File: src/vie_pkg.sv
// Package for the VMEbus interrupt enable block
`default_nettype none
package vie_pkg;
    localparam logic [11:0] ENABLE_OFFSET = 12'h310;
    localparam logic [11:0] STATUS_OFFSET = 12'h314;
    localparam logic [11:0] MAP_LOCAL_OFFSET = 12'h318;
    localparam logic [11:0] MAP_MISC_OFFSET = 12'h31c;
    localparam logic [11:0] EVENT_OFFSET = 12'h320;
    localparam int SOFT_LVL_LSB = 25;
    localparam int MBOX_LSB = 16;
    localparam int GENERIC_BIT = 12;
    localparam int VME_BUS_ERROR_ENABLE_BIT = 10;
    localparam int PCI_BUS_ERROR_ENABLE_BIT = 9;
    localparam int DMA_BIT = 8;
    localparam int LINT_LSB = 0;
    localparam logic [31:0] ENABLE_MASK = 32'hfe0f170f | 32'h000000f0;
    localparam logic [31:0] ENABLE_RESET = 32'h00000000;
    localparam logic [31:0] MAP_LOCAL_MASK = 32'h77777777;
    localparam logic [31:0] MAP_MISC_MASK = 32'h00070777;
    localparam logic [31:0] MAP_MISC_AUTO = 32'h00020000;
    // Step after reset release at which the synchronised strap is valid
    localparam logic [1:0] STRAP_LAST = 2'h2;
    // Mailboxes have no map register in this block, so they use a fixed level
    localparam logic [2:0] MBOX_LEVEL = 3'h1;
    localparam logic [1:0] RESP_OKAY = 2'h0;
    localparam logic [1:0] RESP_SLVERR = 2'h2;
    typedef struct packed {
        logic [6:0] softLevel;
        logic [3:0] mailbox;
        logic vmeErr;
        logic pciErr;
        logic dma;
        logic [7:0] pciLine;
    } vie_events_s;
endpackage : vie_pkg
`default_nettype wire

File: src/vie_sync.sv
// Two-flop synchroniser for pin inputs
`default_nettype none
module vie_sync #(
    parameter int WIDTH = 8
) (
    // Clock and reset
    input wire logic clk,
    input wire logic resetn,
    // Data
    input wire logic [WIDTH-1:0] asyncIn,
    output logic [WIDTH-1:0] syncOut
);
    logic [WIDTH-1:0] stage1_q;
    always_ff @(posedge clk or negedge resetn) begin
        if (!resetn) begin
            stage1_q <= '0;
            syncOut <= '0;
        end else begin
            stage1_q <= asyncIn;
            syncOut <= stage1_q;
        end
    end
endmodule : vie_sync
`default_nettype wire

File: src/vie_level_encode.sv
// Per-source level decode into a seven-line request vector
`default_nettype none
module vie_level_encode #(
    parameter int SOURCES = 22
) (
    // Source requests and their levels
    input wire logic [SOURCES-1:0] active,
    input wire logic [SOURCES*3-1:0] levels,
    // Request per VMEbus level, bit 0 is level 1
    output logic [6:0] lineReq
);
    always_comb begin
        lineReq = 7'h00;
        for (int i = 0; i < SOURCES; i++) begin
            if (active[i] && levels[i*3 +: 3] != 3'h0) begin // RULE11
                lineReq[levels[i*3 +: 3] - 3'h1] = 1'b1;
            end
        end
    end
endmodule : vie_level_encode
`default_nettype wire

File: src/vie_vmebus_interrupt_enable.sv
// VMEbus interrupt enable, status and level map registers on AXI4-Lite
// Summary of operation
// (RULE1) Seven level soft enables; a 0-to-1 write raises an interrupt on that level.
// (RULE2) Writing a level soft enable back to zero masks it, status kept.
// (RULE3) Generic soft enable rising asserts the soft interrupt on its mapped line.
// (RULE4) Clearing generic soft enable masks and negates its line, status kept.
// (RULE5) Generic soft enable resets to one when the auto-config option is set.
// (RULE6) Bits 19..16 enable mailboxes 3..0 toward the VMEbus.
// (RULE7) Bits 10, 9, 8 enable VMEbus error, PCI error and DMA sources.
// (RULE8) Bits 7..0 enable forwarding of local PCI interrupt inputs 7..0.
// (RULE9) Enable register is 32-bit read/write at 0x310, otherwise resets to zero.
// (RULE10) Status bits latch on event and clear on a written one.
// (RULE11) Each mapped source drives the level in its 3-bit map; zero means no line. Soft levels and mailboxes use fixed levels.
// (RULE12) Request needs status and enable both set; reserved bits read zero.
`default_nettype none
module vie_vmebus_interrupt_enable (
    // Clock and reset
    input wire logic clk,
    input wire logic resetn,
    // Power-up option strap
    input wire logic autoConfigPowerupOption,
    // Interrupt sources
    input wire logic [3:0] mailboxEvent,
    input wire logic vmeErrEvent,
    input wire logic pciErrEvent,
    input wire logic dmaEvent,
    input wire logic [7:0] pciLineIrq,
    // VMEbus requests, bit 0 is level 1, active high
    output logic [6:0] vmeIrqReq,
    // AXI4-Lite write address
    input wire logic [11:0] s_axi_awaddr,
    input wire logic s_axi_awvalid,
    output logic s_axi_awready,
    // AXI4-Lite write data
    input wire logic [31:0] s_axi_wdata,
    input wire logic [3:0] s_axi_wstrb,
    input wire logic s_axi_wvalid,
    output logic s_axi_wready,
    // AXI4-Lite write response
    output logic [1:0] s_axi_bresp,
    output logic s_axi_bvalid,
    input wire logic s_axi_bready,
    // AXI4-Lite read address
    input wire logic [11:0] s_axi_araddr,
    input wire logic s_axi_arvalid,
    output logic s_axi_arready,
    // AXI4-Lite read data
    output logic [31:0] s_axi_rdata,
    output logic [1:0] s_axi_rresp,
    output logic s_axi_rvalid,
    input wire logic s_axi_rready
);
    function automatic logic [31:0] strobe_merge(logic [31:0] old, logic [31:0] data,
                                                 logic [3:0] strb, logic [31:0] mask);
        logic [31:0] m;
        for (int b = 0; b < 4; b++) begin
            m[b*8 +: 8] = strb[b] ? 8'hff : 8'h00;
        end
        return ((old & ~m) | (data & m)) & mask;
    endfunction : strobe_merge

    function automatic logic known_addr(logic [11:0] a);
        return a == vie_pkg::ENABLE_OFFSET || a == vie_pkg::STATUS_OFFSET ||
            a == vie_pkg::MAP_LOCAL_OFFSET || a == vie_pkg::MAP_MISC_OFFSET;
    endfunction : known_addr

    // Synchronised pin inputs
    logic [3:0] mboxSync;
    logic [2:0] errSync;
    logic [7:0] lineSync;
    logic autoSync;
    vie_sync #(.WIDTH(4)) u_sync_mbox (.clk(clk), .resetn(resetn), .asyncIn(mailboxEvent),
        .syncOut(mboxSync));
    vie_sync #(.WIDTH(3)) u_sync_err (.clk(clk), .resetn(resetn),
        .asyncIn({vmeErrEvent, pciErrEvent, dmaEvent}), .syncOut(errSync));
    vie_sync #(.WIDTH(9)) u_sync_line (.clk(clk), .resetn(resetn),
        .asyncIn({autoConfigPowerupOption, pciLineIrq}), .syncOut({autoSync, lineSync}));

    // Write channel capture
    logic [11:0] awAddr_q;
    logic awHave_q;
    logic [31:0] wData_q;
    logic [3:0] wStrb_q;
    logic wHave_q;
    logic doWrite;
    assign doWrite = awHave_q && wHave_q && !s_axi_bvalid;

    always_ff @(posedge clk or negedge resetn) begin
        if (!resetn) begin
            awHave_q <= 1'b0;
            awAddr_q <= 12'h000;
            s_axi_awready <= 1'b0;
        end else begin
            s_axi_awready <= !awHave_q && !s_axi_awready;
            if (s_axi_awvalid && s_axi_awready) begin
                awHave_q <= 1'b1;
                awAddr_q <= s_axi_awaddr;
                s_axi_awready <= 1'b0;
            end else if (doWrite) begin
                awHave_q <= 1'b0;
            end
        end
    end

    always_ff @(posedge clk or negedge resetn) begin
        if (!resetn) begin
            wHave_q <= 1'b0;
            wData_q <= 32'h00000000;
            wStrb_q <= 4'h0;
            s_axi_wready <= 1'b0;
        end else begin
            s_axi_wready <= !wHave_q && !s_axi_wready;
            if (s_axi_wvalid && s_axi_wready) begin
                wHave_q <= 1'b1;
                wData_q <= s_axi_wdata;
                wStrb_q <= s_axi_wstrb;
                s_axi_wready <= 1'b0;
            end else if (doWrite) begin
                wHave_q <= 1'b0;
            end
        end
    end

    always_ff @(posedge clk or negedge resetn) begin
        if (!resetn) begin
            s_axi_bvalid <= 1'b0;
            s_axi_bresp <= vie_pkg::RESP_OKAY;
        end else if (doWrite) begin
            s_axi_bvalid <= 1'b1;
            s_axi_bresp <= known_addr(awAddr_q) ? vie_pkg::RESP_OKAY : vie_pkg::RESP_SLVERR;
        end else if (s_axi_bready) begin
            s_axi_bvalid <= 1'b0;
        end
    end

    // Registers
    logic [31:0] enable_q;
    logic [31:0] enable_d;
    logic [31:0] status_q;
    logic [31:0] mapLocal_q;
    logic [31:0] mapMisc_q;
    logic [1:0] strapCnt_q;
    logic strapLoad;
    logic wrEnable;
    logic wrStatus;
    assign wrEnable = doWrite && awAddr_q == vie_pkg::ENABLE_OFFSET;
    assign wrStatus = doWrite && awAddr_q == vie_pkg::STATUS_OFFSET;
    assign enable_d = strobe_merge(enable_q, wData_q, wStrb_q, vie_pkg::ENABLE_MASK); // RULE12

    // Strap reloaded until its synchroniser, cleared by reset, holds the pin value
    assign strapLoad = strapCnt_q <= vie_pkg::STRAP_LAST;
    always_ff @(posedge clk or negedge resetn) begin
        if (!resetn) begin
            strapCnt_q <= 2'h0;
        end else if (strapLoad) begin
            strapCnt_q <= strapCnt_q + 2'h1;
        end
    end

    always_ff @(posedge clk or negedge resetn) begin
        if (!resetn) begin
            enable_q <= vie_pkg::ENABLE_RESET; // RULE9
        end else if (strapLoad) begin
            enable_q <= vie_pkg::ENABLE_RESET;
            enable_q[vie_pkg::GENERIC_BIT] <= autoConfigSync(autoSync); // RULE5
        end else if (wrEnable) begin
            enable_q <= enable_d; // RULE6 RULE7 RULE8 RULE2 RULE4
        end
    end

    function automatic logic autoConfigSync(logic v);
        return v;
    endfunction : autoConfigSync

    always_ff @(posedge clk or negedge resetn) begin
        if (!resetn) begin
            mapLocal_q <= 32'h00000000;
        end else if (doWrite && awAddr_q == vie_pkg::MAP_LOCAL_OFFSET) begin
            mapLocal_q <= strobe_merge(mapLocal_q, wData_q, wStrb_q, vie_pkg::MAP_LOCAL_MASK);
        end
    end

    always_ff @(posedge clk or negedge resetn) begin
        if (!resetn) begin
            mapMisc_q <= 32'h00000000;
        end else if (strapLoad) begin
            mapMisc_q <= autoSync ? vie_pkg::MAP_MISC_AUTO : 32'h00000000;
        end else if (doWrite && awAddr_q == vie_pkg::MAP_MISC_OFFSET) begin
            mapMisc_q <= strobe_merge(mapMisc_q, wData_q, wStrb_q, vie_pkg::MAP_MISC_MASK);
        end
    end

    // Event detection
    vie_pkg::vie_events_s evt;
    logic [31:0] setVec;
    logic [31:0] clrVec;
    logic [7:0] hwPrev_q;
    logic [6:0] rise;
    logic genericRise;
    assign rise = enable_d[31:25] & ~enable_q[31:25];
    assign genericRise = wrEnable && enable_d[vie_pkg::GENERIC_BIT] &&
        !enable_q[vie_pkg::GENERIC_BIT];
    assign evt.softLevel = wrEnable ? rise : 7'h00; // RULE1
    assign evt.mailbox = mboxSync & ~hwPrev_q[7:4];
    assign evt.vmeErr = errSync[2] && !hwPrev_q[2];
    assign evt.pciErr = errSync[1] && !hwPrev_q[1];
    assign evt.dma = errSync[0] && !hwPrev_q[0];
    assign evt.pciLine = lineSync;

    always_ff @(posedge clk or negedge resetn) begin
        if (!resetn) begin
            hwPrev_q <= 8'h00;
        end else begin
            hwPrev_q <= {mboxSync, 1'b0, errSync};
        end
    end

    always_comb begin
        setVec = 32'h00000000;
        setVec[31:25] = evt.softLevel;
        setVec[19:16] = evt.mailbox;
        setVec[vie_pkg::GENERIC_BIT] = genericRise ||
            (strapCnt_q == vie_pkg::STRAP_LAST && autoSync); // RULE3 RULE5
        setVec[vie_pkg::VME_BUS_ERROR_ENABLE_BIT] = evt.vmeErr;
        setVec[vie_pkg::PCI_BUS_ERROR_ENABLE_BIT] = evt.pciErr;
        setVec[vie_pkg::DMA_BIT] = evt.dma;
        setVec[7:0] = evt.pciLine;
        clrVec = wrStatus ? strobe_merge(32'h00000000, wData_q, wStrb_q, vie_pkg::ENABLE_MASK)
            : 32'h00000000;
    end

    always_ff @(posedge clk or negedge resetn) begin
        if (!resetn) begin
            status_q <= 32'h00000000;
        end else begin
            status_q <= ((status_q & ~clrVec) | setVec) & vie_pkg::ENABLE_MASK; // RULE10
        end
    end

    // Level routing
    logic [31:0] active;
    logic [6:0] lineReq;
    assign active = status_q & enable_q; // RULE12
    vie_level_encode #(.SOURCES(23)) u_encode (
        .active({active[31:25], active[19:16], active[12], active[10:8], active[7:0]}),
        .levels({3'h7, 3'h6, 3'h5, 3'h4, 3'h3, 3'h2, 3'h1, {4{vie_pkg::MBOX_LEVEL}},
                 mapMisc_q[18:16], mapMisc_q[10:8], mapMisc_q[6:4],
                 mapMisc_q[2:0], mapLocal_q[30:28], mapLocal_q[26:24], mapLocal_q[22:20],
                 mapLocal_q[18:16], mapLocal_q[14:12], mapLocal_q[10:8], mapLocal_q[6:4],
                 mapLocal_q[2:0]}),
        .lineReq(lineReq)
    );

    always_ff @(posedge clk or negedge resetn) begin
        if (!resetn) begin
            vmeIrqReq <= 7'h00;
        end else begin
            vmeIrqReq <= lineReq; // RULE11
        end
    end

    // Read channel
    always_ff @(posedge clk or negedge resetn) begin
        if (!resetn) begin
            s_axi_arready <= 1'b0;
            s_axi_rvalid <= 1'b0;
            s_axi_rdata <= 32'h00000000;
            s_axi_rresp <= vie_pkg::RESP_OKAY;
        end else begin
            s_axi_arready <= !s_axi_rvalid && !s_axi_arready;
            if (s_axi_arvalid && s_axi_arready) begin
                s_axi_arready <= 1'b0;
                s_axi_rvalid <= 1'b1;
                s_axi_rresp <= known_addr(s_axi_araddr) ? vie_pkg::RESP_OKAY
                    : vie_pkg::RESP_SLVERR;
                case (s_axi_araddr)
                    vie_pkg::ENABLE_OFFSET: s_axi_rdata <= enable_q;
                    vie_pkg::STATUS_OFFSET: s_axi_rdata <= status_q;
                    vie_pkg::MAP_LOCAL_OFFSET: s_axi_rdata <= mapLocal_q;
                    vie_pkg::MAP_MISC_OFFSET: s_axi_rdata <= mapMisc_q;
                    default: s_axi_rdata <= 32'h00000000;
                endcase
            end else if (s_axi_rready) begin
                s_axi_rvalid <= 1'b0;
            end
        end
    end

    // Assertions
    soft_rise_sets_a: assert property (@(posedge clk) disable iff (!resetn) // RULE1
        (wrEnable && rise[0]) |=> status_q[25]) else $error("soft level rise not latched");
    soft_clear_keeps_a: assert property (@(posedge clk) disable iff (!resetn) // RULE2
        (wrEnable && !wrStatus && status_q[25] && !enable_d[25]) |=> status_q[25])
        else $error("soft status lost on mask");
    generic_rise_a: assert property (@(posedge clk) disable iff (!resetn) // RULE3
        genericRise |=> status_q[vie_pkg::GENERIC_BIT]) else $error("generic soft not set");
    generic_mask_a: assert property (@(posedge clk) disable iff (!resetn) // RULE4
        (status_q[vie_pkg::GENERIC_BIT] && !enable_q[vie_pkg::GENERIC_BIT] &&
         (active & ~(32'h1 << vie_pkg::GENERIC_BIT)) == 32'h00000000) |=> vmeIrqReq == 7'h00)
        else $error("generic soft not masked");
    strap_reset_a: assert property (@(posedge clk) disable iff (!resetn) // RULE5
        (strapCnt_q == vie_pkg::STRAP_LAST) |=> enable_q[vie_pkg::GENERIC_BIT] == $past(autoSync))
        else $error("strap not applied");
    reserved_zero_a: assert property (@(posedge clk) disable iff (!resetn) // RULE12
        ((enable_q | status_q) & ~vie_pkg::ENABLE_MASK) == 32'h00000000)
        else $error("reserved bit set");
    status_w1c_a: assert property (@(posedge clk) disable iff (!resetn) // RULE10
        (wrStatus && clrVec[0] && !setVec[0]) |=> !status_q[0]) else $error("w1c failed");
    irq_follow_a: assert property (@(posedge clk) disable iff (!resetn) // RULE11
        (active[7] && mapLocal_q[30:28] == 3'h1) |=> vmeIrqReq[0])
        else $error("line not raised");
    map_zero_a: assert property (@(posedge clk) disable iff (!resetn) // RULE11
        (lineReq == 7'h00) |=> vmeIrqReq == 7'h00) else $error("spurious request");
    enable_write_a: assert property (@(posedge clk) disable iff (!resetn) // RULE9
        wrEnable && !strapLoad |=> enable_q == $past(enable_d)) else $error("enable write");
    cover_write_c: cover property (@(posedge clk) disable iff (!resetn) wrEnable);
    cover_read_c: cover property (@(posedge clk) disable iff (!resetn)
        s_axi_rvalid && s_axi_rready);
    cover_irq_c: cover property (@(posedge clk) disable iff (!resetn) vmeIrqReq != 7'h00);
endmodule : vie_vmebus_interrupt_enable
`default_nettype wire

File: config.mk
export PLATFORM = sky130hd
export DESIGN_NAME = vie_vmebus_interrupt_enable
export DESIGN_NICKNAME = d
export VERILOG_FILES = /design/src/vie_pkg.sv /design/src/vie_sync.sv /design/src/vie_level_encode.sv /design/src/vie_vmebus_interrupt_enable.sv
export SDC_FILE = /design/constraint.sdc
export NUM_CORES = 1
export LEC_CHECK = 0
export BUFFER_PORTS_ARGS = -buffer_cell sky130_fd_sc_hd__buf_2
export CAP_MARGIN = 40
export CORE_ASPECT_RATIO = 0.75
export CORE_MARGIN = 1.5
export CORE_UTILIZATION = 60
export CTS_CLUSTER_DIAMETER = 120
export DETAILED_ROUTE_END_ITERATION = 12
export GPL_ROUTABILITY_DRIVEN = 0
export PLACE_DENSITY = 0.83
export SYNTH_ARGS = -nofsm -noshare
export SYNTH_HDL_FRONTEND = slang
export SYNTH_SLANG_ARGS = --single-unit
File: constraint.sdc
create_clock -name clk -period 5.92 [get_ports clk]
set_input_delay 0 -clock clk [delete_from_list [all_inputs] [get_ports clk]]
set_output_delay 0 -clock clk [all_outputs]
set_load 0.05 [all_outputs]
After elaboration in Yosys (flattened, before gate mapping)
Cells that the tools add are included.
{ "totals": {"latchBits": 0, "mem_count": 0, "romBits": 0, "input_bits": 83, "register_bits": 250, "mem_bits_rw": 0, "output_inout_bits": 48} }
{ "op_classes": {"mul": 0, "n_addsub": 13, "shift": 0, "reduce_logical": 78, "n_mux": 71, "order_cmp": 25, "n_div": 0, "bitwise_logic": 27, "n_eq_ne": 9} }
{ "op_table": {"columns": ["operator", "count"], "rows": [
  ["32-bit 2-to-1 mux", 5],
  ["32-bit AND", 4],
  ["32-bit case mux with 4 select lines", 1],
  ["7-bit 2-to-1 mux", 14],
  ["12-bit by 10-bit equality test with 1-bit output, second input constant", 8],
  ["7-bit OR", 11],
  ["32-bit NOT", 2],
  ["32-bit OR", 2],
  ["3-bit by 4-bit less-than comparator with 1-bit output, second input constant", 12],
  ["1-bit logical AND", 42],
  ["1-bit demux with 3-bit select", 12],
  ["3-bit by 1-bit greater-or-equal comparator with 1-bit output, second input constant", 12],
  ["3-bit nonzero test", 12],
  ["3-bit by 1-bit subtractor with 3-bit output, second input constant", 12],
  ["8-bit 2-to-1 mux", 4],
  ["31-bit AND", 1],
  ["31-bit OR", 1],
  ["1-bit 2-to-1 mux", 27],
  ["19-bit AND", 1],
  ["19-bit OR", 1],
  ["18-bit 2-to-1 mux", 1],
  ["2-bit nonzero test", 6],
  ["1-bit logical NOT", 11],
  ["7-bit AND", 1],
  ["12 further kinds", 20]
]} }

Depth between registers and ports, before layout
{ "depth": {"depth_word": 39, "mapped_depth": 8, "depth_no_buf": 8} }

Hierarchy
A second synthesis with hierarchy kept.
{ "hier_totals": {"cells_unflattened": 1092, "area_unflattened_um2": 11402.2} }
{ "modules_own_cells": {"columns": ["mod", "cells_per_inst", "area_per_inst_um2", "instances", "seq_area_each_um2"], "rows": [
  ["vie_vmebus_interrupt_enable", 620, 7709.9, 1, 4529.3],
  ["vie_level_encode", 440, 2891.5, 1, 0.0],
  ["vie_sync (u_sync_line)", 18, 450.4, 1, 450.4],
  ["vie_sync (u_sync_mbox)", 8, 200.2, 1, 200.2],
  ["vie_sync (u_sync_err)", 6, 150.1, 1, 150.1]
]} }

Worst setup path before layout
No wires, ideal clock.
{ "synth_path": {"kind": "register to register", "start": "reg s_axi_bvalid", "end": "reg status_q[18]", "setup_time_ns": 0.121, "n_path_buf": 2, "t_arrival_ns": 2.071, "path_stages_with_launch": 8, "setup_slack_ns": 3.728, "cell_sequence": "dfrtp_1 nand3b_2 nor4b_4 and3_1 buf_6 buf_12 nand3_1 a22o_1"} }
{ "synth_between": {"elab_chain_cells": 7} }
{ "synth_lines": {"columns": ["element", "line_no", "source"], "rows": [
  ["start, declared", "vie_vmebus_interrupt_enable.sv:41", "output logic s_axi_bvalid,"],
  ["start signal, assigned", "vie_vmebus_interrupt_enable.sv:126", "s_axi_bvalid <= 1'b0;"],
  ["start signal, assigned", "vie_vmebus_interrupt_enable.sv:129", "s_axi_bvalid <= 1'b1;"],
  ["start signal, assigned", "vie_vmebus_interrupt_enable.sv:132", "s_axi_bvalid <= 1'b0;"],
  ["1-bit logical NOT", "vie_vmebus_interrupt_enable.sv:86", "assign doWrite = awHave_q && wHave_q && !s_axi_bvalid;"],
  ["1-bit logical AND", "vie_vmebus_interrupt_enable.sv:86", null],
  ["1-bit logical AND", "vie_vmebus_interrupt_enable.sv:147", "assign wrStatus = doWrite && awAddr_q == vie_pkg::STATUS_OFFSET;"],
  ["32-bit 2-to-1 mux", "vie_vmebus_interrupt_enable.sv:228", "clrVec = wrStatus ? strobe_merge(32'h00000000, wData_q, wStrb_q, vie_pkg::ENABLE_MASK)"],
  ["32-bit NOT", "vie_vmebus_interrupt_enable.sv:236", "status_q <= ((status_q & ~clrVec) | setVec) & vie_pkg::ENABLE_MASK;"],
  ["32-bit AND", "vie_vmebus_interrupt_enable.sv:236", null],
  ["32-bit OR", "vie_vmebus_interrupt_enable.sv:236", null],
  ["end signal, assigned", "vie_vmebus_interrupt_enable.sv:236", null],
  ["end, declared", "vie_vmebus_interrupt_enable.sv:139", "logic [31:0] status_q;"]
]} }
Every way passes these cells.
A chain may end at the register's enable or synchronous reset.

Final worst setup path
{ "layout_path": {"start": "reg awAddr_q[6]", "end": "reg status_q[18]"} }
{ "layout_between": {"elab_chain_cells": 6} }
{ "layout_lines": {"columns": ["element", "line_no", "source"], "rows": [
  ["start, declared", "vie_vmebus_interrupt_enable.sv:80", "logic [11:0] awAddr_q;"],
  ["start signal, assigned", "vie_vmebus_interrupt_enable.sv:97", "awAddr_q <= s_axi_awaddr;"],
  ["12-bit by 10-bit equality test with 1-bit output", "vie_vmebus_interrupt_enable.sv:147", null],
  ["1-bit logical AND", "vie_vmebus_interrupt_enable.sv:147", null],
  ["32-bit 2-to-1 mux", "vie_vmebus_interrupt_enable.sv:228", null],
  ["32-bit NOT", "vie_vmebus_interrupt_enable.sv:236", null],
  ["32-bit AND", "vie_vmebus_interrupt_enable.sv:236", null],
  ["32-bit OR", "vie_vmebus_interrupt_enable.sv:236", null]
]} }
Every way passes these cells.

==> summary.txt <==
Run status
  – Status: finished clean

Setup path
  – Worst endpoint data arrival time: 3.13 ns
  – Worst R2R End: status_q[18]
  – Setup CP Type: reg2reg
  – FF-to-FF setup slack: 3.17 ns
  – CP required: about 6.3 ns
  – Critical Path Sink Type: flip-flop
  – R2R Path Start: awAddr_q[6]
  – Startpoint types: flip-flop
  – Reg2Reg Depth: 5
  – Worst Path Max Fanout: 14

Layout
  – Post-Layout Inst Area: around 0.012 mm^2
  – Commonest non-fill, non-tap cell in the layout: dfrtp_1
  – Seq. cell area: 0.00533 mm^2
  – Area growth, synth to finish: 21.7%
  – # diodes: 0
  – Multi-input gate area: between 0.004 and 0.005 mm^2
  – Ratio of cells with drive above 1 in the final layout: 0.252
  – # fillers: approximately 1.1k
  – Commonest cells after routing, fill and taps aside: 213 x dfrtp_1, 121 x buf_2, 80 x nand2_1
  – Final nets: between 1k and 1.5k

Global routing
  – Gr ovfl total: 0
  – Vias in the first global route: 7,527
  – Initial antenna violation count: 0
  – First-pass GRT wire length: roughly 40 mm
  – Largest net degree at the start of global routing: 78
  – Global router's overall resource usage: 0.302

Die
  – Die Y-Extent: roughly 110 um
  – Number of core rows: 40
  – Die Span X: roughly 150 um
  – Core region area: between 0.015 and 0.02 mm^2
  – Initial Util: 0.615
  – Die area: 0.0172 mm^2
  – Num ports: ~130

Logic synthesis
  – FF+latch count, synth: about 210
  – Post-synthesis async set-or-reset flop share: 1.00
  – Mapped Cells: 822
  – Seq/Total Area, Yosys: 0.542
  – EDFF count, synth: 0
  – Post-Synth XOR/XNOR Area: 0.0116
  – Netlist cell types: 58
  – Synth Area in Compound Gates: 0.0900
  – Mapped Area: 0.00984 mm^2
  – Adder-cell share of the synthesized area: 0.0331
  – Warnings from Yosys: 0
  – Syn Area/Cell: roughly 12 um^2
  – Synth Flop Type: dfrtp_1
  – Simple-Gate Fraction of Synth Area: 0.136
  – Main combinational cell family by area after synthesis: multiplexers
  – Multiplexer area fraction after synthesis: 0.149

Detailed routing
  – Final ANT Viol Nets: 0
  – Via/cell ratio: around 6
  – DRT Pass-1 Iters: 5
  – Initial drt markers: 562
  – DRC errors left: 0
  – Routed vias: roughly 7.4k
  – DR WL/cell: between 20 and 25 um
  – Post-Route WL: 24.9 mm

CTS
  – Clock buffer depth: 3
  – CTS clock-pin slew for the worst setup and hold paths: around 0.060 ns
  – Hold_buf cts: 67
  – H-tree levels: 1
  – Clock Root Buffer: clkbuf_16
  – Clk_lat worst skew: 0.50 ns
  – Setup bufs post-CTS: 0
  – Inserted Clock Buffers: 20
  – # resized after CTS: 0
  – Clock Sinks: approximately 210
  – CTS tree: built

Placed design
  – Dpl hpwl: ~16 mm
  – Placed Area: approximately 0.011 mm^2
  – Port Buffers: around 120

STA
  – Worst-Margin Slew: about 0.75 ns
  – RSZ-0062 raised after global routing: false
  – Setup TNS: 0 ns
  – Setup Viol. Count Final: 0
  – Clock skew: approximately 0.0098 ns
  – Slew Viols, Final: 0
  – Crit path time final: around 2.7 ns
  – Hold slack: 0.0810 ns
  – Final hold violation count: 0
  – FMAX: approximately 360 MHz
  – Fin crit share: 0.464
  – Slew headroom: 0.495

Pwr
  – Max VDD drop: slightly above 0.0003 V
  – Cell Pwr Density: approximately 320 mW/mm^2
  – LEAKAGE: between 0.005 and 0.006 uW

Min path
  – Hold WC Path Type: in2async

Run
  – Max-Cap Viols: 0
==> area by class of cell <==
class,instances,share of cell area
repair buffers,196,0.114
clock buffers,31,0.0537
flip-flops and latches,213,0.445
well taps,210,0.0219
multi-input cells,530,0.347
inverters,48,0.0150
clock inverters,5,0.00418
==> through the flow <==
stage	setup slack (ns)	total power (uW)	instances	utilization
final	3.17	3790	1233	0.748
after global routing	3.04	3940	1233	0.748
after CTS	3.23	3790	1233	0.748
after detailed placement	3.25	2420	1130	0.663
after global placement	3.33	2390	1129	0.661
after floorplan	3.73	2210	826	-
==> cells in the mapped netlist (2+ instances only) <==
library cell / number / share of area
dfrtp_1: 213 / 0.54
nand2_1: 80 / 0.031
mux2_2: 69 / 0.079
inv_1: 48 / 0.018
mux2i_1: 42 / 0.043
a22o_1: 29 / 0.026
ha_1: 26 / 0.033
nor2b_1: 25 / 0.016
nand3_1: 23 / 0.012
nor3_1: 23 / 0.012
nor2_1: 21 / 0.0080
o21ai_0: 19 / 0.0097
clkbuf_1: 18 / 0.0069
a21o_1: 15 / 0.011
mux4_2: 12 / 0.027
nor3b_1: 12 / 0.0092
nor4_1: 12 / 0.0076
o22ai_1: 12 / 0.0076
a21oi_1: 10 / 0.0051
o2111ai_1: 10 / 0.0089
nand4_1: 9 / 0.0057
a21boi_0: 7 / 0.0053
buf_4: 7 / 0.0053
xor2_1: 7 / 0.0062
nand2b_1: 6 / 0.0038
xnor2_1: 6 / 0.0053
and4_2: 5 / 0.0051
buf_2: 5 / 0.0025
nand4b_1: 5 / 0.0044
a32oi_1: 4 / 0.0036
o32ai_1: 4 / 0.0036
a22oi_1: 3 / 0.0023
and3_1: 3 / 0.0019
or3_1: 3 / 0.0019
and3b_1: 2 / 0.0018
buf_1: 2 / 0.00076
buf_6: 2 / 0.0023
nor4_4: 2 / 0.0043
o211ai_1: 2 / 0.0015
==> logic make-up (layout without fill, tap and decap cells) <==
group	count (synthesis)	in the layout
buffers and inverters	83	280
other	1	5
AO/OA/AOI/OAI	121	121
XOR/XNOR	13	13
flip-flops	213	213
multiplexers	123	123
AND/OR/NAND/NOR	242	242
adder cells (fa/ha/maj)	26	26
==> how the worst max path moves through the flow <==
stage | cells after the start | slack, ns | from | end
floorplan | 7 | 3.73 | s_axi_bvalid | status_q[18]
global placement | 5 | 3.33 | awAddr_q[1] | status_q[8]
detailed placement | 5 | 3.25 | awAddr_q[1] | status_q[17]
CTS | 5 | 3.23 | awAddr_q[6] | status_q[18]
global route | 5 | 3.04 | awAddr_q[6] | status_q[18]
finish | 5 | 3.17 | awAddr_q[6] | status_q[18]
==> power by group <==
group,switching (uW),internal (uW)
Clock,540,790
Sequential,239,1650
Combinational,290,274
==> layer usage <==
layer | global-route usage | routed length [um]
met1 | 0.415 | 10500
met2 | 0.479 | 11500
met3 | 0.0740 | 2230
met4 | 0.0880 | 655
met5 | 0 | 0
==> critical path, cell delays in order (launching register included) <==
cell and delay [ns]:
dfrtp_1 0.41, nand4bb_1 0.46, nor4b_4 0.63, and3_1 0.71, nand3_1 0.19, a22o_1 0.23
(Power assumes the default switching activity.)
